--- src/design/adcs_defines.svh ---
// Offsets, field positions, reset values and timing counts of the scan converter.
// Assumes byte addresses on an 8-bit APB address and 32-bit data.
`ifndef ADCS_DEFINES_SVH
`define ADCS_DEFINES_SVH

`define ADCS_OFF_CTRL 8'h00
`define ADCS_OFF_SEL 8'h04
`define ADCS_OFF_PFM 8'h08
`define ADCS_OFF_PFT 8'h0c
`define ADCS_OFF_STAT 8'h10
`define ADCS_OFF_MASK 8'h14
`define ADCS_OFF_CUR 8'h18
`define ADCS_OFF_RES 8'h80

`define ADCS_CTRL_EN 0
`define ADCS_CTRL_MODE 1
`define ADCS_CTRL_BUSY 3
`define ADCS_PFM_EN 0
`define ADCS_PFM_LT 1
`define ADCS_STAT_END 0

`define ADCS_LAST_CH 5'h17
`define ADCS_PFT_RST 8'h00
`define ADCS_SAR_MSB 4'h9

`define ADCS_CLK_NS 10
`define ADCS_SAMPLE_NS 40
`define ADCS_SAMPLE_CYC ((`ADCS_SAMPLE_NS + `ADCS_CLK_NS - 1) / `ADCS_CLK_NS)

`endif

--- src/design/adcs_pkg.sv ---
// Types shared by the scan converter control and its conversion engine.
// Assumes the constants header is compiled alongside.
`default_nettype none
package adcs_pkg;
    typedef enum logic [1:0] {
        ADCS_MODE_CSEL,
        ADCS_MODE_CSCAN,
        ADCS_MODE_OSCAN,
        ADCS_MODE_RSVD
    } adcs_mode_t;

    typedef enum logic [1:0] {
        ADCS_SAR_IDLE,
        ADCS_SAR_SAMP,
        ADCS_SAR_CONV
    } adcs_sar_state_t;

    typedef struct packed {
        logic done;
        logic [9:0] data;
    } adcs_sar_res_t;
endpackage : adcs_pkg
`default_nettype wire

--- src/design/adcs_sar.sv ---
// Successive approximation engine: sample phase, then one bit per cycle.
// Assumes an external comparator reports analog input >= DAC code.
`timescale 1ns/1ps
`default_nettype none
`include "adcs_defines.svh"
module adcs_sar
(
    input wire logic ref_clk, // Clock.
    input wire logic rstn, // Synchronous reset, active low.
    input wire logic ce, // Clock enable.
    input wire logic start, // Begin a conversion.
    input wire logic stop, // Abort any conversion.
    input wire logic cmp_hi, // Comparator: input >= DAC.
    output logic sample, // Sample and hold active.
    output logic [9:0] dac, // Trial DAC code.
    output adcs_pkg::adcs_sar_res_t res // Done pulse and result.
);
    import adcs_pkg::*;

    adcs_sar_state_t state;
    logic [3:0] cnt;
    logic [3:0] bitp;
    logic [9:0] trial;

    assign trial = cmp_hi ? dac : (dac & ~(10'h001 << bitp));

    always_ff @(posedge ref_clk)
    begin
        if (!rstn)
        begin
            state <= ADCS_SAR_IDLE;
            cnt <= 4'h0;
            bitp <= 4'h0;
            dac <= 10'h000;
            sample <= 1'b0;
            res <= '0;
        end
        else if (ce)
        begin
            res.done <= 1'b0;
            if (stop)
            begin
                state <= ADCS_SAR_IDLE;
                sample <= 1'b0;
            end
            else if (start)
            begin
                state <= ADCS_SAR_SAMP;
                cnt <= 4'(`ADCS_SAMPLE_CYC - 1);
                sample <= 1'b1;
            end
            else
            begin
                case (state)
                    ADCS_SAR_SAMP:
                    begin
                        if (cnt == 4'h0)
                        begin
                            sample <= 1'b0;
                            state <= ADCS_SAR_CONV;
                            dac <= 10'h200;
                            bitp <= `ADCS_SAR_MSB;
                        end
                        else
                        begin
                            cnt <= cnt - 4'h1;
                        end
                    end
                    ADCS_SAR_CONV:
                    begin
                        if (bitp == 4'h0)
                        begin
                            res.done <= 1'b1;
                            res.data <= trial;
                            state <= ADCS_SAR_IDLE;
                        end
                        else
                        begin
                            dac <= trial | (10'h001 << (bitp - 4'h1));
                            bitp <= bitp - 4'h1;
                        end
                    end
                    default:
                    begin
                        state <= ADCS_SAR_IDLE;
                    end
                endcase
            end
        end
    end
endmodule : adcs_sar
`default_nettype wire

--- src/design/adcs_top.sv ---
// Scan and threshold-interrupt control of a 10-bit converter, with APB slave.
// Assumes an analog mux driven by ana_sel and a comparator returning cmp_hi.
//
// The placing of the registers and register access over APB were decided locally.
`timescale 1ns/1ps
`default_nettype none
`include "adcs_defines.svh"
module adcs_top
(
    input wire logic ref_clk, // Clock, 100 MHz.
    input wire logic rstn, // Synchronous reset, active low.
    input wire logic ce, // Clock enable, freezes all state.
    input wire logic psel, // APB select.
    input wire logic penable, // APB enable.
    input wire logic pwrite, // APB direction.
    input wire logic [7:0] paddr, // APB byte address.
    input wire logic [31:0] pwdata, // APB write data.
    output logic [31:0] prdata, // APB read data.
    output logic pready, // APB ready.
    output logic pslverr, // APB error, unmapped address.
    input wire logic cmp_hi, // Comparator: input >= DAC.
    output logic [4:0] ana_sel, // Analog input being converted.
    output logic [9:0] dac_code, // Trial DAC code.
    output logic sample_en, // Sample and hold active.
    output logic irq // Conversion-end interrupt, level.
);
    import adcs_pkg::*;

    // ********************************************
    // Registers and bus decode
    // ********************************************
    logic enable;
    adcs_mode_t mode;
    logic [4:0] last_ch;
    logic pf_en;
    logic pf_lt;
    logic [7:0] pf_thr;
    logic end_flag;
    logic end_mask;
    logic running;
    logic kick;
    logic sar_start;
    logic sar_stop;
    logic [9:0] result [0:23];
    adcs_sar_res_t sar_res;

    logic acc;
    logic wr;
    logic ctrl_wr;
    logic sel_wr;
    logic cfg_wr;
    logic stat_wr;
    logic hit;
    logic [31:0] rd_val;
    logic [4:0] res_idx;

    assign acc = psel && penable && pready;
    assign wr = acc && pwrite;
    assign ctrl_wr = wr && (paddr == `ADCS_OFF_CTRL);
    assign sel_wr = wr && (paddr == `ADCS_OFF_SEL);
    assign stat_wr = wr && (paddr == `ADCS_OFF_STAT);
    assign cfg_wr = ctrl_wr || sel_wr || (wr && (paddr == `ADCS_OFF_PFM))
        || (wr && (paddr == `ADCS_OFF_PFT));
    assign res_idx = paddr[6:2];

    always_comb
    begin
        rd_val = 32'h0000_0000;
        hit = 1'b1;
        if (paddr == `ADCS_OFF_CTRL)
        begin
            rd_val[`ADCS_CTRL_EN] = enable;
            rd_val[`ADCS_CTRL_MODE +: 2] = mode;
            rd_val[`ADCS_CTRL_BUSY] = running;
        end
        else if (paddr == `ADCS_OFF_SEL)
        begin
            rd_val[4:0] = last_ch;
        end
        else if (paddr == `ADCS_OFF_PFM)
        begin
            rd_val[`ADCS_PFM_EN] = pf_en;
            rd_val[`ADCS_PFM_LT] = pf_lt;
        end
        else if (paddr == `ADCS_OFF_PFT)
        begin
            rd_val[7:0] = pf_thr;
        end
        else if (paddr == `ADCS_OFF_STAT)
        begin
            rd_val[`ADCS_STAT_END] = end_flag;
        end
        else if (paddr == `ADCS_OFF_MASK)
        begin
            rd_val[`ADCS_STAT_END] = end_mask;
        end
        else if (paddr == `ADCS_OFF_CUR)
        begin
            rd_val[4:0] = ana_sel;
        end
        else if (paddr[7] && (paddr[1:0] == 2'b00) && (res_idx <= `ADCS_LAST_CH))
        begin
            rd_val[9:0] = result[res_idx];
        end
        else
        begin
            hit = 1'b0;
        end
    end

    // One wait state: ready rises at the end of the first access cycle.
    always_ff @(posedge ref_clk)
    begin
        if (!rstn)
        begin
            pready <= 1'b0;
            prdata <= 32'h0000_0000;
            pslverr <= 1'b0;
        end
        else if (ce)
        begin
            pready <= psel && penable && !pready;
            if (psel && penable && !pready)
            begin
                prdata <= pwrite ? 32'h0000_0000 : rd_val;
                pslverr <= !hit;
            end
            else
            begin
                prdata <= 32'h0000_0000;
                pslverr <= 1'b0;
            end
        end
    end

    always_ff @(posedge ref_clk)
    begin
        if (!rstn)
        begin
            enable <= 1'b0;
            mode <= ADCS_MODE_CSEL;
            last_ch <= 5'h00;
            pf_en <= 1'b0;
            pf_lt <= 1'b0;
            pf_thr <= `ADCS_PFT_RST;
            end_mask <= 1'b0;
        end
        else if (ce && wr)
        begin
            if (paddr == `ADCS_OFF_CTRL)
            begin
                enable <= pwdata[`ADCS_CTRL_EN];
                mode <= adcs_mode_t'(pwdata[`ADCS_CTRL_MODE +: 2]);
            end
            else if (paddr == `ADCS_OFF_SEL)
            begin
                // Values past the last input clamp to it.
                last_ch <= (pwdata[4:0] > `ADCS_LAST_CH) ? `ADCS_LAST_CH : pwdata[4:0];
            end
            else if (paddr == `ADCS_OFF_PFM)
            begin
                pf_en <= pwdata[`ADCS_PFM_EN];
                pf_lt <= pwdata[`ADCS_PFM_LT];
            end
            else if (paddr == `ADCS_OFF_PFT)
            begin
                pf_thr <= pwdata[7:0];
            end
            else if (paddr == `ADCS_OFF_MASK)
            begin
                end_mask <= pwdata[`ADCS_STAT_END];
            end
        end
    end

    // ********************************************
    // Scan sequencer
    // ********************************************
    logic scan;
    logic at_last;
    logic cont;
    logic step;
    logic [7:0] hi;
    logic match;
    logic conv_evt;

    assign scan = (mode != ADCS_MODE_CSEL);
    assign cont = (mode == ADCS_MODE_CSEL) || (mode == ADCS_MODE_CSCAN);
    assign at_last = (ana_sel == last_ch);
    assign step = ce && running && sar_res.done && !cfg_wr && !kick;
    assign hi = sar_res.data[9:2];
    assign match = pf_lt ? (hi < pf_thr) : (hi >= pf_thr);

    always_comb
    begin
        if (!sar_res.done)
        begin
            conv_evt = 1'b0;
        end
        else if (!pf_en)
        begin
            conv_evt = !scan || at_last;
        end
        else
        begin
            conv_evt = match && (!scan || (ana_sel == 5'h00));
        end
    end

    // A config write takes a cycle to settle, so the restart uses the new values.
    always_ff @(posedge ref_clk)
    begin
        if (!rstn)
        begin
            running <= 1'b0;
            kick <= 1'b0;
            ana_sel <= 5'h00;
            sar_start <= 1'b0;
            sar_stop <= 1'b0;
        end
        else if (ce)
        begin
            sar_start <= 1'b0;
            sar_stop <= 1'b0;
            if (ctrl_wr && !pwdata[`ADCS_CTRL_EN])
            begin
                running <= 1'b0;
                kick <= 1'b0;
                sar_stop <= 1'b1;
            end
            else if (cfg_wr && (running || ctrl_wr))
            begin
                kick <= 1'b1;
                sar_stop <= 1'b1;
            end
            else if (kick)
            begin
                kick <= 1'b0;
                running <= 1'b1;
                ana_sel <= scan ? 5'h00 : last_ch;
                sar_start <= 1'b1;
            end
            else if (running && sar_res.done)
            begin
                if (scan && !at_last)
                begin
                    ana_sel <= ana_sel + 5'h01;
                    sar_start <= 1'b1;
                end
                else if (!cont)
                begin
                    running <= 1'b0;
                end
                else
                begin
                    ana_sel <= scan ? 5'h00 : last_ch;
                    sar_start <= 1'b1;
                end
            end
        end
    end

    always_ff @(posedge ref_clk)
    begin
        if (!rstn)
        begin
            for (int i = 0; i <= 23; i++)
            begin
                result[i] <= 10'h000;
            end
        end
        else if (ce && sar_res.done)
        begin
            result[ana_sel] <= sar_res.data;
        end
    end

    // ********************************************
    // Interrupt
    // ********************************************
    // A completion in the clearing cycle still sets the flag.
    always_ff @(posedge ref_clk)
    begin
        if (!rstn)
        begin
            end_flag <= 1'b0;
            irq <= 1'b0;
        end
        else if (ce)
        begin
            end_flag <= conv_evt
                || (end_flag && !(stat_wr && pwdata[`ADCS_STAT_END]));
            irq <= end_flag && end_mask;
        end
    end

    adcs_sar u_sar
    (
        .ref_clk(ref_clk),
        .rstn(rstn),
        .ce(ce),
        .start(sar_start),
        .stop(sar_stop),
        .cmp_hi(cmp_hi),
        .sample(sample_en),
        .dac(dac_code),
        .res(sar_res)
    );
endmodule : adcs_top
`default_nettype wire

--- config.mk ---
export PLATFORM = sky130hd
export DESIGN_NAME = adcs_top
export DESIGN_NICKNAME = d
export VERILOG_FILES = /design/src/design/adcs_pkg.sv /design/src/design/adcs_sar.sv /design/src/design/adcs_top.sv
export VERILOG_INCLUDE_DIRS = /design/src /design/src/design
export SDC_FILE = /design/constraint.sdc
export NUM_CORES = 1
export LEC_CHECK = 0
export CAP_MARGIN = 15
export CORE_MARGIN = 2
export CORE_UTILIZATION = 35
export CTS_BUF_LIST = sky130_fd_sc_hd__clkbuf_8 sky130_fd_sc_hd__clkbuf_16
export CTS_CLUSTER_DIAMETER = 100
export DETAILED_ROUTE_END_ITERATION = 10
export DONT_BUFFER_PORTS = 1
export PLACE_DENSITY = 0.46
export SYNTH_ARGS = -nofsm -noshare
export SYNTH_HDL_FRONTEND = slang
export SYNTH_SLANG_ARGS = --single-unit
export TNS_END_PERCENT = 30
--- constraint.sdc ---
create_clock -name ref_clk -period 3.3 [get_ports ref_clk]
set_clock_uncertainty 0.1 [all_clocks]
set_input_delay 0.495 -clock ref_clk [delete_from_list [all_inputs] [get_ports ref_clk]]
set_output_delay 0.495 -clock ref_clk [all_outputs]
set_load 0.01 [all_outputs]
==> impl_results.md <==
- Status: complete, no violations
- Vias per Instance: 5.15
- All-Layer GR Usage: 19.1%
- Cts repair resizes: 0
- DP HPWL: 27100 um
- Crit path kind: reg2reg
- Worst-path clk slew: 0.06 ns
- RePlAce Congestion: 0.845
- Fin. Hold Viols: 0
- Switching Power: 0.00198 W
- Area grow syn2layout: 13.3%
- WP buf/inv: 1
- H-tree lvl count: 2
- Yosys warning total: 0
- Rows: 77
- Initial Utilization: 35.3%
- CP cell instances: ha_1 -> nand2_1 -> o21ai_0 -> buf_4
- Latest clock arrival within the worst-skew pair: 0.57 ns
- Post-synth top flop: edfxtp_1
- #FFs+latches synth: 314
- Die ar.: 46000 sq um
- Period utilization: 79.9%
- P per Cell Area: 516 nW/um^2
- Distinct cells, synth: 75
- Worst slack at placement: 0.705 ns
- Sequential power share: 48.8%
- TNS Setup: 0 ns
- Clk sinks: 314
- Total power: 0.00907 W
- Fin nets: 1365
- Final Max Slew Viols: 0
- Critical path arrival: 2.78 ns
- Wire per inst: 22.7 um
- 1st-pass router iterations: 6
- Most frequent cells in the layout: edfxtp_1, and2_1, nand2_1
- Leak: 6.18 nW
- # DRC: 0
- Largest net degree at the start of global routing: 77
- Setup ws final: 0.663 ns
- Hold path cells: 2
- FF-to-FF path depth: 4
- CP max stage delay: 0.64 ns
- Max cap viols: 0
- Mapped cell area: 15500 sq um
- P_int: 0.00709 W
- Grt ovf: 0
- GRT Max-Usage Layer: met2
- Die H: 214 um
- ANT cells: 0
- Via count: 9870
- First-pass GRT wire length: 65200 um
- TritonCTS clock tree: yes
- Sequential cell area fraction in the yosys report: 56.1%
- Die Width: 214 um
- Fillers: 4195
- Core area: 43900 sq um
- Hold crit path type: in2reg
- Maximum vdd drop: 298 uV
- Final setup fails: 0
- Initial antenna violation count: 0
- Gate power share: 4.9%
- Number of setup buffers added after CTS: 0
- Layout Cells excl Fill: 1917
- Cell family with most CP delay: flip-flops
- Startpoint types: flip-flop
- Relative slew slack: 29.4%
- Synthesized area per cell: 12.2 sq um
- Placed inst area: 16200 sq um
- Multi-input gate area: 6200 sq um
- Root Driver: clkbuf_16
- Synth async-reset ratio: 0%
- Post-synth EDFFs: 240
- CP required: 3.44 ns
- Min Tclk post-route: 2.64 ns
- Count of buffers from port buffering: 0
- Cells after synthesis: 1273
- Grt met2 use: 29.1%
- Post-Place Cells: 1838
- Total area of sequential cells: 8690 sq um
- Slowest CP cell: dfxtp_1
- Share of layout cells above drive strength 1: 14.8%
- Met3 Track Usage GR: 3.35%
- Sw Ratio: 21.8%
- Crit. path cell count: 4
- Max Clock Freq: 379 MHz
- CP endpoint kind: flip-flop
- Routed Antenna Nets: 0
- RSZ-0062 raised after global routing: false
- Met1 usage: 27.0%
- Vias in the first global route: 9762
- Tightest Pin Transition: 1.06 ns
- Post-Route WL: 43500 um
- Post-Layout Inst Area: 17600 sq um
- DRT iter0 DRCs: 850
- TritonCTS buffer count: 38
- # IOs: 98
- Clock buffer depth: 3
- Most common cell after layout, fill and taps aside: edfxtp_1
- Crit path max fanout: 17
- Clock power frac: 46.3%
final timing paths:
path,from,to,slack (ns)
worst max-delay path,ana_sel[0],result[3][4],0.66
worst min-delay path,pwdata[2],mode[1],0.04
worst max register to register,ana_sel[0],result[3][4],0.66
worst min register to register,pf_thr[1],pf_thr[1],0.36
layout make-up:
class / instances / area share, %
Sequential cell: 314 / 49.5
Multi-Input combinational cell: 844 / 35.3
Clock buffer: 42 / 5.73
Tap cell: 592 / 4.22
Timing Repair Buffer: 73 / 3.38
Clock inverter: 26 / 1.35
Inverter: 26 / 0.556
Yosys cell counts, drive strengths merged, types with 4 or more instances:
library cell | instances | area [sq um]
a211oi | 5 | 37.5
a21boi | 30 | 225
inv | 25 | 93.8
o31ai | 4 | 30.0
nor3 | 32 | 170
nand2 | 101 | 382
and3 | 4 | 25.0
mux4 | 64 | 1470
nor2b | 24 | 150
clkbuf | 60 | 225
nor2 | 61 | 234
xnor2 | 8 | 70.1
nand4 | 4 | 25.0
nand3 | 41 | 205
buf | 50 | 368
a21oi | 31 | 159
o211ai | 7 | 52.6
mux2i | 26 | 260
edfxtp | 240 | 7210
mux2 | 6 | 67.6
nand2b | 5 | 31.3
o21ai | 53 | 265
ha | 21 | 263
o211a | 6 | 60.1
and2 | 224 | 1400
dfxtp | 74 | 1480
a22oi | 8 | 60.1
a31oi | 8 | 50.1
routing by layer:
metal  routed length [um]  share of wire [%]  vias up
li1                     -                  -     4629
met1                20200                 46     4920
met2                19500                 45      257
met3                 2360                5.4       64
met4                 1430                3.3        0
met5                    0                  0        -
cells by family (layout without fill, tap and decap cells):
| logic type | Yosys count | in the layout | synth area share, % |
|---|---|---|---|
| xor gates and xnor gates | 9 | 9 | 0.509 |
| muxes | 96 | 96 | 11.6 |
| other | 1 | 22 | 0.0242 |
| AOI/OAI and AO/OA | 180 | 180 | 7.67 |
| DFF | 314 | 314 | 56.1 |
| and+or+nand+nor | 516 | 516 | 18.0 |
| buffers and inverters | 136 | 167 | 4.46 |
| adders and majority gates | 21 | 21 | 1.70 |
state kept, by name (all words and copies together), names as in the netlist, 2 cells and up:
| signal | flops |
|---|---|
| u_sar.dac | 10 |
| last_ch | 5 |
| mode | 2 |
| u_sar.cnt | 4 |
| prdata | 10 |
| u_sar.state | 2 |
| pf_thr | 8 |
| u_sar.bitp | 4 |
| u_sar.res | 11 |
| result | 240 |
| ana_sel | 5 |
power groups by stage:
| stage | Combinational, W | Clock (W) | Sequential, W |
|---|---|---|---|
| final | 0.000440 | 0.00420 | 0.00442 |
| after floorplan | 0.000370 | 0 | 0.00449 |
| after CTS | 0.000446 | 0.00431 | 0.00443 |
| after global placement | 0.000414 | 0 | 0.00451 |
| after detailed placement | 0.000413 | 0 | 0.00451 |
| after global routing | 0.000472 | 0.00445 | 0.00444 |
metrics by stage:
step	util [%]	hold slack (ns)
after floorplan	-	0.343
after global placement	36.9	0.353
after detailed placement	36.9	0.357
after CTS	40.0	0.000637
after global routing	40.0	0.0246
final	40.0	0.0354
timing repair:
action	CTS	global route
hold endpoints to repair	70	0
hold buffers	11	0
setup endpoints to repair	0	0
Power figures use the tool's default switching activity.
